**config.mk**
```make
export PLATFORM = sky130hd
export DESIGN_NAME = fifo_flags_top
export DESIGN_NICKNAME = d
export VERILOG_FILES = /design/src/hw/fifo_flags_pkg.sv /design/src/hw/byte_fifo.sv /design/src/hw/fifo_flags_top.sv
export VERILOG_INCLUDE_DIRS = /design/src /design/src/hw
export SDC_FILE = /design/constraint.sdc
export NUM_CORES = 1
export LEC_CHECK = 0
export BUFFER_PORTS_ARGS = -buffer_cell sky130_fd_sc_hd__buf_2
export CORE_MARGIN = 8
export CORE_UTILIZATION = 30
export CTS_CLUSTER_DIAMETER = 60
export DETAILED_ROUTE_END_ITERATION = 10
export PLACE_DENSITY = 0.48
export SYNTH_ARGS = -nofsm -noshare
export SYNTH_HDL_FRONTEND = slang
export SYNTH_SLANG_ARGS = --single-unit
```
**constraint.sdc**
```tcl
create_clock -name ref_clk -period 4.05 [get_ports ref_clk]
set_input_delay 0.81 -clock ref_clk [delete_from_list [all_inputs] [get_ports ref_clk]]
set_output_delay 0.81 -clock ref_clk [all_outputs]
set_load 0.01 [all_outputs]
```
**src/hw/fifo_flags_consts.svh**
```systemverilog
// register offsets, field positions, reset values and counts for the fifo status block
`ifndef FIFO_FLAGS_CONSTS_SVH
`define FIFO_FLAGS_CONSTS_SVH

// ============================================================
// register offsets
`define FFL_ADDR_STATUS 10'h000
`define FFL_ADDR_SLOTS 10'h001
`define FFL_ADDR_LIMIT 10'h006
`define FFL_ADDR_ACLEAR 10'h007
`define FFL_ADDR_DATA 10'h02F

// ============================================================
// status register fields
`define FFL_BIT_FLUSH 15
`define FFL_BIT_UNDER 14
`define FFL_BIT_OVER 13
`define FFL_BIT_FILL 12
`define FFL_BIT_INIT 11
`define FFL_COUNT_MSB 10
`define FFL_COUNT_W 11

// ============================================================
// limit and autoclear registers
`define FFL_LIMIT_W 10
`define FFL_LIMIT_RESET 10'h00C
`define FFL_BIT_ACLEAR 15
`define FFL_ACLEAR_RESET 1'b1

// ============================================================
// sizes
`define FFL_SLOT_COUNT 12
`define FFL_FIFO_DEPTH 16
`define FFL_FIFO_WIDTH 8
`define FFL_REG_W 16
`define FFL_ADDR_W 10

`endif

```
**src/hw/fifo_flags_pkg.sv**
```systemverilog
// types shared by the fifo status block
`include "fifo_flags_consts.svh"
package fifo_flags_pkg;
    // one register access from the serial port's register engine
    typedef struct packed {
        logic wr;
        logic rd;
        logic [`FFL_ADDR_W-1:0] addr;
        logic [`FFL_REG_W-1:0] wdata;
    } reg_req_t;

    // read answer towards the serial port
    typedef struct packed {
        logic valid;
        logic [`FFL_REG_W-1:0] data;
    } reg_rsp_t;

    // fifo self-initialisation phases
    typedef enum logic [0:0] {
        INIT_RUNNING = 1'b0,
        INIT_DONE = 1'b1
    } init_state_t;
endpackage

```
**src/hw/byte_fifo.sv**
```systemverilog
// flip-flop fifo with valid/ready on both sides and a flush input
`timescale 1ns/10ps
`include "fifo_flags_consts.svh"
module byte_fifo #(
    parameter int WIDTH = `FFL_FIFO_WIDTH,
    parameter int DEPTH = `FFL_FIFO_DEPTH,
    parameter int CW = $clog2(DEPTH + 1)
) (
    // clock and reset
    input wire logic ref_clk,
    input wire logic srst,
    // control
    input wire logic enable,
    input wire logic flush,
    // filling side
    input wire logic in_valid,
    input wire logic [WIDTH-1:0] in_data,
    output logic in_ready,
    // draining side
    output logic out_valid,
    input wire logic out_ready,
    output logic [WIDTH-1:0] out_data,
    // occupancy in words
    output logic [CW-1:0] count
);
    localparam int PW = (DEPTH > 1) ? $clog2(DEPTH) : 1;

    logic [WIDTH-1:0] mem [DEPTH];   // storage, indexed by pointer
    logic [PW-1:0] wr_ptr;
    logic [PW-1:0] rd_ptr;
    logic push;
    logic pop;
    logic [CW-1:0] next_count;

    // accepted handshakes; flush blocks both so it never races a transfer
    assign push = in_valid && in_ready && !flush;
    assign pop = out_valid && out_ready && !flush;
    assign out_valid = (count != '0);
    assign out_data = mem[rd_ptr];

    // next occupancy
    always_comb begin
        next_count = count;
        if (flush) begin
            next_count = '0;
        end else if (push && !pop) begin
            next_count = count + CW'(1);
        end else if (pop && !push) begin
            next_count = count - CW'(1);
        end
    end

    // occupancy and registered ready; ready looks one word ahead
    always_ff @(posedge ref_clk) begin
        if (srst) begin
            count <= '0;
            in_ready <= 1'b0;
        end else begin
            count <= next_count;
            in_ready <= enable && !flush && (next_count != CW'(DEPTH));
        end
    end

    // pointers wrap at the depth
    always_ff @(posedge ref_clk) begin
        if (srst || flush) begin
            wr_ptr <= '0;
            rd_ptr <= '0;
        end else begin
            if (push) begin
                wr_ptr <= (wr_ptr == PW'(DEPTH - 1)) ? '0 : wr_ptr + PW'(1);
            end
            if (pop) begin
                rd_ptr <= (rd_ptr == PW'(DEPTH - 1)) ? '0 : rd_ptr + PW'(1);
            end
        end
    end

    // storage written only on accepted words
    always_ff @(posedge ref_clk) begin
        if (push) begin
            mem[wr_ptr] <= in_data;
        end
    end
endmodule

```
**src/hw/fifo_flags_top.sv**
```systemverilog
// fifo status flags, occupancy, fill limit and per-slot level-0 flags
`timescale 1ns/10ps
`include "fifo_flags_consts.svh"
module fifo_flags_top #(
    parameter int DEPTH = `FFL_FIFO_DEPTH,
    parameter int WIDTH = `FFL_FIFO_WIDTH
) (
    // clock and reset
    input wire logic ref_clk,
    input wire logic srst,
    // register access from the serial port engine
    input wire fifo_flags_pkg::reg_req_t reg_req,
    output fifo_flags_pkg::reg_rsp_t reg_rsp,
    // sample stream from the acquisition path
    input wire logic acq_busy,
    input wire logic in_valid,
    input wire logic [WIDTH-1:0] in_data,
    output logic in_ready,
    // slot events from the data path
    input wire logic [`FFL_SLOT_COUNT-1:0] slot_update_hit,
    input wire logic [`FFL_SLOT_COUNT-1:0] tia1_sat_hit,
    // flag levels for the interrupt router
    output logic queue_fill_flag,
    output logic [`FFL_SLOT_COUNT-1:0] slot_flags_reg
);
    localparam int CW = $clog2(DEPTH + 1);

    // ============================================================
    // state
    fifo_flags_pkg::init_state_t init_state; // self-init progress
    logic [CW-1:0] init_cnt;                 // entries swept so far
    logic queue_underrun_flag;
    logic queue_overrun_flag;
    logic [`FFL_LIMIT_W-1:0] queue_fill_limit;
    logic fill_flag_autoclear_en;

    // fifo wiring
    logic fifo_out_valid;
    logic [WIDTH-1:0] fifo_out_data;
    logic [CW-1:0] fifo_count;
    logic [`FFL_COUNT_W-1:0] byte_count;
    logic [`FFL_COUNT_W-1:0] next_byte_count;

    // decoded strobes
    logic wr_status;
    logic wr_slots;
    logic wr_limit;
    logic wr_aclear;
    logic rd_data;
    logic flush;
    logic push;
    logic drop;
    logic pop;
    logic [`FFL_REG_W-1:0] next_rdata;

    // ============================================================
    // address decode
    always_comb begin
        wr_status = 1'b0;
        wr_slots = 1'b0;
        wr_limit = 1'b0;
        wr_aclear = 1'b0;
        rd_data = 1'b0;
        if (reg_req.wr && reg_req.addr == `FFL_ADDR_STATUS) begin
            wr_status = 1'b1;
        end else if (reg_req.wr && reg_req.addr == `FFL_ADDR_SLOTS) begin
            wr_slots = 1'b1;
        end else if (reg_req.wr && reg_req.addr == `FFL_ADDR_LIMIT) begin
            wr_limit = 1'b1;
        end else if (reg_req.wr && reg_req.addr == `FFL_ADDR_ACLEAR) begin
            wr_aclear = 1'b1;
        end else if (reg_req.rd && reg_req.addr == `FFL_ADDR_DATA) begin
            rd_data = 1'b1;
        end
    end

    // flush is honoured only while acquisition is idle
    assign flush = wr_status && reg_req.wdata[`FFL_BIT_FLUSH] && !acq_busy;
    // a word is one byte wide here, so words and bytes coincide
    assign push = in_valid && in_ready && !flush;
    // the source ignored back-pressure: the word is lost
    assign drop = in_valid && !in_ready;
    // an empty read pops nothing, so the count stays at zero
    assign pop = rd_data && fifo_out_valid && !flush;
    assign byte_count = `FFL_COUNT_W'(fifo_count);
    assign next_byte_count = byte_count + `FFL_COUNT_W'(1);

    // ============================================================
    // fifo in the sample path
    byte_fifo #(
        .WIDTH(WIDTH),
        .DEPTH(DEPTH),
        .CW(CW)
    ) u_fifo (
        .ref_clk(ref_clk),
        .srst(srst),
        .enable(init_state == fifo_flags_pkg::INIT_DONE),
        .flush(flush),
        .in_valid(in_valid),
        .in_data(in_data),
        .in_ready(in_ready),
        .out_valid(fifo_out_valid),
        .out_ready(rd_data),
        .out_data(fifo_out_data),
        .count(fifo_count)
    );

    // ============================================================
    // self-initialisation: sweep every entry once before taking data
    always_ff @(posedge ref_clk) begin
        if (srst) begin
            init_state <= fifo_flags_pkg::INIT_RUNNING;
            init_cnt <= '0;
        end else begin
            case (init_state)
                fifo_flags_pkg::INIT_RUNNING: begin
                    if (init_cnt == CW'(DEPTH - 1)) begin
                        init_state <= fifo_flags_pkg::INIT_DONE;
                    end else begin
                        init_cnt <= init_cnt + CW'(1);
                    end
                end
                default: begin
                    init_state <= fifo_flags_pkg::INIT_DONE;
                end
            endcase
        end
    end

    // ============================================================
    // underflow: set on empty data read; the set wins over any clear
    always_ff @(posedge ref_clk) begin
        if (srst) begin
            queue_underrun_flag <= 1'b0;
        end else if (rd_data && !fifo_out_valid) begin
            queue_underrun_flag <= 1'b1;
        end else if (flush || (wr_status && reg_req.wdata[`FFL_BIT_UNDER])) begin
            queue_underrun_flag <= 1'b0;
        end
    end

    // overflow: set whenever an offered word is dropped
    always_ff @(posedge ref_clk) begin
        if (srst) begin
            queue_overrun_flag <= 1'b0;
        end else if (drop) begin
            queue_overrun_flag <= 1'b1;
        end else if (flush || (wr_status && reg_req.wdata[`FFL_BIT_OVER])) begin
            queue_overrun_flag <= 1'b0;
        end
    end

    // fill flag: compared only on writes, so draining below the limit
    // does not clear it by itself
    always_ff @(posedge ref_clk) begin
        if (srst) begin
            queue_fill_flag <= 1'b0;
        end else if (push && next_byte_count > `FFL_COUNT_W'(queue_fill_limit)) begin
            queue_fill_flag <= 1'b1;
        end else if (flush || (wr_status && reg_req.wdata[`FFL_BIT_FILL])) begin
            queue_fill_flag <= 1'b0;
        end else if (rd_data && fill_flag_autoclear_en) begin
            queue_fill_flag <= 1'b0;
        end
    end

    // ============================================================
    // host-programmed limit and autoclear enable
    always_ff @(posedge ref_clk) begin
        if (srst) begin
            queue_fill_limit <= `FFL_LIMIT_RESET;
            fill_flag_autoclear_en <= `FFL_ACLEAR_RESET;
        end else begin
            if (wr_limit) begin
                queue_fill_limit <= reg_req.wdata[`FFL_LIMIT_W-1:0];
            end
            if (wr_aclear) begin
                fill_flag_autoclear_en <= reg_req.wdata[`FFL_BIT_ACLEAR];
            end
        end
    end

    // ============================================================
    // slot flags, bit n is slot A+n; an event beats a same-cycle clear
    for (genvar s = 0; s < `FFL_SLOT_COUNT; s++) begin : g_slot
        always_ff @(posedge ref_clk) begin
            if (srst) begin
                slot_flags_reg[s] <= 1'b0;
            end else if (slot_update_hit[s] || tia1_sat_hit[s]) begin
                slot_flags_reg[s] <= 1'b1;
            end else if (wr_slots && reg_req.wdata[s]) begin
                slot_flags_reg[s] <= 1'b0;
            end
        end
    end

    // ============================================================
    // read data mux; unmapped addresses read zero
    always_comb begin
        next_rdata = '0;
        if (reg_req.addr == `FFL_ADDR_STATUS) begin
            // flush bit always reads zero
            next_rdata[`FFL_BIT_UNDER] = queue_underrun_flag;
            next_rdata[`FFL_BIT_OVER] = queue_overrun_flag;
            next_rdata[`FFL_BIT_FILL] = queue_fill_flag;
            next_rdata[`FFL_BIT_INIT] = (init_state == fifo_flags_pkg::INIT_DONE);
            next_rdata[`FFL_COUNT_MSB:0] = byte_count;
        end else if (reg_req.addr == `FFL_ADDR_SLOTS) begin
            next_rdata[`FFL_SLOT_COUNT-1:0] = slot_flags_reg;
        end else if (reg_req.addr == `FFL_ADDR_LIMIT) begin
            next_rdata[`FFL_LIMIT_W-1:0] = queue_fill_limit;
        end else if (reg_req.addr == `FFL_ADDR_ACLEAR) begin
            next_rdata[`FFL_BIT_ACLEAR] = fill_flag_autoclear_en;
        end else if (reg_req.addr == `FFL_ADDR_DATA && pop) begin
            // an empty read returns zero, which is harmless
            next_rdata[WIDTH-1:0] = fifo_out_data;
        end
    end

    // answer registered one cycle after the read strobe
    always_ff @(posedge ref_clk) begin
        if (srst) begin
            reg_rsp <= '0;
        end else begin
            reg_rsp.valid <= reg_req.rd;
            reg_rsp.data <= reg_req.rd ? next_rdata : '0;
        end
    end
endmodule

```
==> results.md, run 1 <==
* Util after Layout at between 30% and 40%
* Reg-to-reg startpoint: u_fifo.in_ready
* Most frequent cell after synthesis: edfxtp_1
* Die Wd at 179 µm
* Drt wl/cell at 20.2 µm
* Overflow after GRT at 0
* Vias in the first global route at approximately 5300
* WL met3 at 1190 µm
* Htree depth at 4
* Die ar. at 0.0321 mm²
* Period minus WS final at approximately 3100 ps
* Top post-synthesis cells by area: edfxtp_1, dfxtp_1, mux4_2, nor2_1, ha_1
* Max-cap violation count at 0
* Post_cts resized at 0
* TNS Setup at 0 ps
* GPL Wtd Cong at approximately 0.8
* Syn avg cell area at approximately 14 µm²
* ANT cells at 0
* Gr usage total at 13.1%
* Top layer in use: met4
* Worst Path Required at 4110 ps
* Nets@finish at 739
* Fin worst setup slack at 913 ps
* Post-CTS Setup Inserts at 0
* Vias per cell at 4.95
* Tcrit/Tclk final at 77.5%
* Synth top cells by count: edfxtp_1, dfxtp_1, nor2_1, mux4_2, nand3_1
* Tightest Pin Transition at 1070 ps
* Synth Flop Type: edfxtp_1
* Post-synthesis cell type count at 48
* Detailed Place HPWL at 14600 µm
* CTS tree: yes
* Die H at 179 µm
* Crit path DAT at 3200 ps
* Seq cells post-synth at 195
* Async set-or-reset flop fraction in the synthesized netlist at 0%
* Core Rows at 59
* Fin area at 0.00941 mm²
* Remaining DRCs at 0
* Max reg flops at between 100 and 150
* Clock sinks at 195
* Core area at between 0.02 and 0.03 mm²
* Max transition margin at around 28%
* Net Count, Synth at 641
* Post-synth top area cell: edfxtp_1
* Worst skew pair latency at 420 ps
* Crit path kind: input pin to register
* Num CTS Buffers at 17
* IO Port Bufs at 94
* Largest net degree at the start of global routing at 36
* Seq/Total Area, Yosys at 64.9%
* Total wire length at about 20000 µm
* Unrepaired setup endpoints after global routing: false
* Slew Viols, Final at 0
* 1st-iter DRT viols at 364
* Syn Std Cell Area at 0.00799 mm²
* DRT antenna net count at 0
* Hold/Removal Path Class: register to register
* Max Freq at around 320 MHz
* Area share of the largest cell type after synthesis at 48.1%
* First-pass GRT wire length at 31600 µm
* Met1 wire length at 9150 µm
* Share of cells above drive strength 1 at 26.9%
* Final Hold Viols at 0
* CP Launch Point: reg_req[21]
* Register clock-pin slew on the reported worst setup and hold paths at around 70 ps
* PD cells at 407 mW/mm²
* Starting Density at just over 30%
* Setup violators final at 0
* Hold Startpoint: queue_overrun_flag
* Number of flops mapped to enable cells by yosys at 128
* Router iterations before antenna repair at 5
* Clock Tree Buf Depth at 2
* Root Driver: clkbuf_16
* Total via count in the routed design at 4988
* Syn. warnings at 0
* DR WL met2 at 9920 µm
* Leak at around 3.4 nW
* Mapped Cells at 562
* Max VDD drop at 212 µV
* Synthesis-to-finish area growth at 17.8%
* Outcome: completed
* Crit path max fanout at 11
* Pre-CTS WS at approximately 500 ps
* # IOs at 95
* Antenna violations before repair at 0
* Crit path capture type: register
* Placed Area at roughly 0.0089 mm²
* CP startpoint kind: input pin
* Cts hold-fix bufs at 0
* Clock Skew at 11.0 ps
path summary, 6_finish.rpt:
check	end	slack [ps]	cells after the start
setup / recovery	u_fifo.mem[15][7]	910	7
hold / removal	reg_rsp[13]	480	1
setup reg to reg	u_fifo.mem[15][7]	1250	4
hold reg to reg	reg_rsp[13]	480	1
area by class of cell:
| type | instances | area (µm²) |
|---|---|---|
| clock buffers | 18 | 429 |
| clock inverters | 14 | 111 |
| fillers | 2473 | 16700 |
| inverters | 15 | 56.3 |
| multi-input cells | 322 | 2630 |
| flip-flops and latches | 195 | 5190 |
| well taps | 335 | 419 |
| repair buffers | 109 | 583 |
layout by cell type, fill, tap and decap left out, types with 17 or more instances in the layout:
cell	synthesis	final
nand2_1	20	20
nand3_1	24	24
a211oi_1	17	17
mux4_2	37	37
dfxtp_1	67	66
nor2_1	67	67
buf_2	5	94
clkbuf_16	0	17
edfxtp_1	128	128
power breakdown:
part,internal [mW],switching [mW]
combinational,0.0492,0.0830
sequential,2.13,0.0130
clock,0.842,0.719
worst max-delay path, cell delays in order:
cell,delay (ps)
buf_2,100
nor4_2,50
buf_4,160
and4bb_2,310
a31oi_1,830
nand2_1,340
nor2_1,590
cells by family after synthesis:
| logic type | share of synthesized area, % |
|---|---|
| compound gates | 6.78 |
| xor+xnor | 1.21 |
| fa+ha+maj | 2.35 |
| buf+inv | 2.19 |
| flops | 64.9 |
| mux | 12.2 |
| simple gates | 10.4 |
routing by layer:
layer,track usage [%],up-vias
li1,-,2336
met2,22.1,130
met5,0,-
met4,3.58,0
met1,16.8,2512
met3,2.93,10
through the flow:
| step | instances | hold slack [ps] | power, mW |
|---|---|---|---|
| 6_report | 1008 | 480 | 3.83 |
| 5_1_grt | 1008 | 498 | 3.97 |
| 4_1_cts | 1008 | 484 | 3.88 |
| 3_5_place_dp | 976 | 470 | 2.32 |
| 3_3_place_gp | 976 | 466 | 2.32 |
| 2_1_floorplan | 562 | 446 | 2.23 |
Note: power is estimated with default switching activity, not from simulation.
==> run 2: changes to the inputs <==
ABC_AREA = 1   (was unset)
clock period = 3.05 ns   (was 4.05 ns; I/O delays follow)
==> run 2 against run 1 <==
Net effect: combinational power up 24%; sequential share of layout area down 2.2 points; total power increased by 34%; register-to-register slack lost 410 ps; cell count increased by 32%; synthesized cell count up 51%; critical path type is now register to register; largest power group unchanged; first-iteration DRC count increased by 15%; clock power increased by 37%; design area rose by 4.2%.
==> results.md, run 2 <==
* Outcome: completed (unchanged)
* Max Freq at approximately 450 MHz
* Met1 Use GR at 18.1% (was 16.8%)
* Share of cells above drive strength 1 at 16.4% (was 26.9%)
* Syn Std Cell Area at 0.00838 mm² (was 0.00799 mm²)
* Post-synthesis cell type count at 46 (was 48)
* Clock Skew at 6.58 ps (was 11.0 ps)
* Met3 usage at 2.31% (was 2.93%)
* Max reg flops at 128 (unchanged)
* Core Rows at 61 (was 59)
* Leak at 3.94 nW (was 3.36 nW)
* Max transition margin at 35.2% (was 28.3%)
* Unrepaired setup endpoints after global routing: false (unchanged)
* Hold/Removal Path Class: register to register (unchanged)
* Async set-or-reset flop fraction in the synthesized netlist at 0% (unchanged)
* Slew Viols, Final at 0 (unchanged)
* Num CTS Buffers at 17 (unchanged)
* Worst Path Required at 3110 ps (was 4110 ps)
* Most frequent cell after synthesis: nand2_1 (was edfxtp_1)
* Area share of the largest cell type after synthesis at 45.8% (was 48.1%)
* Vias per cell at 4.71 (was 4.95)
* Overflow after GRT at 0 (unchanged)
* Crit path max fanout at 15 (was 11)
* Core area at 0.0276 mm² (was 0.0261 mm²)
* Non-Filler Instances at 1327 (was 1008)
* GPL Wtd Cong at 0.834 (was 0.803)
* Worst skew pair latency at 430 ps (was 420 ps)
* CTS tree: yes (unchanged)
* Fin area at 0.00981 mm² (was 0.00941 mm²)
* Setup violators final at 0 (unchanged)
* Max VDD drop at 413 µV (was 212 µV)
* Post_cts resized at 0 (unchanged)
* Pint at 4.00 mW (was 3.02 mW)
* Remaining DRCs at 0 (unchanged)
* Synthesis-to-finish area growth at 17.0% (was 17.8%)
* DRT antenna net count at 0 (unchanged)
* Htree depth at 4 (unchanged)
* Clock sinks at 195 (unchanged)
* Die ar. at 0.0336 mm² (was 0.0321 mm²)
* Max-cap violation count at 0 (unchanged)
* Post-synth top area cell: edfxtp_1 (unchanged)
* Router iterations before antenna repair at 5 (unchanged)
* Cts hold-fix bufs at 0 (unchanged)
* 1st-iter DRT viols at 420 (was 364)
* Tightest Pin Transition at 968 ps (was 1070 ps)
* Net Count, Synth at 927 (was 641)
* Crit path DAT at 2270 ps (was 3200 ps)
* Flop pwr share at 55.3% (was 55.8%)
* First-pass GRT wire length at 36700 µm (was 31600 µm)
* Commonest non-fill, non-tap cell in the layout: nand2_1 (was edfxtp_1)
* Synth Flop Type: edfxtp_1 (unchanged)
* Comb pwr share at 3.2% (was 3.4%)
* Top post-synthesis cells by area: edfxtp_1, dfxtp_1, nand2_1, nand3_1, a21oi_1 (was edfxtp_1, dfxtp_1, mux4_2, nor2_1, ha_1)
* Nets@finish at 1016 (was 739)
* Power share of the clock group at 41.5% (was 40.7%)
* Post-CTS Setup Inserts at 0 (unchanged)
* Placed Area at 0.00927 mm² (was 0.00887 mm²)
* Commonest cells after routing, fill and taps aside: nand2_1, edfxtp_1, buf_2, nand3_1, a21oi_1 (was edfxtp_1, buf_2, nor2_1, dfxtp_1, mux4_2)
* Clock Tree Buf Depth at 2 (unchanged)
* Root Driver: clkbuf_16 (unchanged)
* Number of flops mapped to enable cells by yosys at 128 (unchanged)
* Register clock-pin slew on the reported worst setup and hold paths at 70 ps (about the same)
* Synth top cells by count: nand2_1, edfxtp_1, nand3_1, a21oi_1 (was edfxtp_1, dfxtp_1, nor2_1, mux4_2, nand3_1)
* Global Route met2 Usage at 24.4% (was 22.1%)
* # IOs at 95 (unchanged)
* P_sw at 1.13 mW (was 815 µW)
* Busiest grt layer: met2 (unchanged)
* CP startpoint kind: register (was input pin)
* Antenna violations before repair at 0 (unchanged)
* ANT cells at 0 (unchanged)
* Die Wd at 183 µm (was 179 µm)
* Seq/Total Area, Yosys at 61.8% (was 64.9%)
* Total wire length at 23400 µm (was 20400 µm)
* Die H at 183 µm (was 179 µm)
* Crit path capture type: register (unchanged)
* Gr usage total at 14.2% (was 13.1%)
* Dpl cells at 1296 (was 976)
* IO Port Bufs at 94 (unchanged)
* Tcrit/Tclk final at 72.5%
* Period minus WS final at roughly 2200 ps
* Starting Density at 30.3% (was 30.6%)
* Detailed Place HPWL at 16200 µm (was 14600 µm)
* Total via count in the routed design at 6253 (was 4988)
* Seq cells post-synth at 195 (unchanged)
* Vias in the first global route at 6308 (was 5331)
* Syn avg cell area at 9.89 µm² (was 14.2 µm²)
* Drt wl/cell at 17.7 µm (was 20.2 µm)
* Syn. warnings at 0 (unchanged)
* PD cells at 523 mW/mm² (was 407 mW/mm²)
* Crit path kind: register to register (was input pin to register)
* TNS Setup at 0 ps (unchanged)
* Largest net degree at the start of global routing at 65 (was 36)
* Switching Share at 22.0% (was 21.3%)
* Mapped Cells at 848 (was 562)
* Final Hold Viols at 0 (unchanged)
run 2: changes by cell type in the layout (fill, tap and decap cells not counted), sizes merged, moves of 16 or more:
cell    before  now
a211oi      17    1
a21oi       14   81
inv         17   77
mux4        37    0
nand2       20  205
nand3       24   87
o21ai       14   34
run 2: critical path: stages, from the launching register on:
cell and delay [ps]:
dfxtp_1 370, nand2_1 90, inv_1 170, nand2_4 150
inv_2 160, nand2_1 130, nor2_1 760
run 2: cell type report:
cell class | instances | area [µm²]
fillers | 2865 | 17800
multi-input cells | 545 | 2770
flip-flops and latches | 195 | 5190
clock inverters | 13 | 110
repair buffers | 104 | 558
inverters | 74 | 282
clock buffers | 18 | 429
well taps | 378 | 473
run 2: kinds of logic (layout without fill, tap and decap cells):
group           after synthesis  count (layout)  share of synthesized area, %
flops                       195             195                          61.8
buf+inv                     108             209                          5.07
compound gates              148             148                          9.91
xor+xnor                      8               8                         0.836
simple gates                374             374                          20.1
fa+ha+maj                    15              15                          2.24
run 2: final timing paths:
| path | from | end | slack [ps] | depth (start not counted) |
|---|---|---|---|---|
| setup reg to reg | u_fifo.in_ready | u_fifo.mem[14][6] | 840 | 6 |
| setup / recovery | u_fifo.in_ready | u_fifo.mem[14][6] | 840 | 6 |
| hold / removal | queue_underrun_flag | reg_rsp[14] | 430 | 2 |
| hold reg to reg | queue_underrun_flag | reg_rsp[14] | 430 | 2 |
run 2: power by group through the flow:
| stage | Clock (mW) | Combinational (mW) | Sequential [mW] |
|---|---|---|---|
| after global placement | 0 | 0.168 | 2.90 |
| final | 2.13 | 0.164 | 2.84 |
| after CTS | 2.17 | 0.169 | 2.84 |
| after global routing | 2.28 | 0.184 | 2.84 |
| after detailed placement | 0 | 0.168 | 2.90 |
| after floorplan | 0 | 0.0520 | 2.90 |
run 2: metrics by stage:
stage / setup WS, ps / total power [mW] / util, % / hold slack, ps
final: 838 / 5.13 / 35.5 / 429
after global routing: 702 / 5.30 / 35.5 / 424
after global placement: 436 / 3.06 / 33.6 / 422
after floorplan: 981 / 2.95 / - / 408
after CTS: 826 / 5.18 / 35.5 / 420
after detailed placement: 406 / 3.06 / 33.6 / 418
run 2: per-layer routing:
layer / wire length (µm) / vias up
met2: 11800 / 95
met3: 651 / 19
li1: - / 3086
met1: 10700 / 3053
met4: 273 / 0
met5: 0 / -
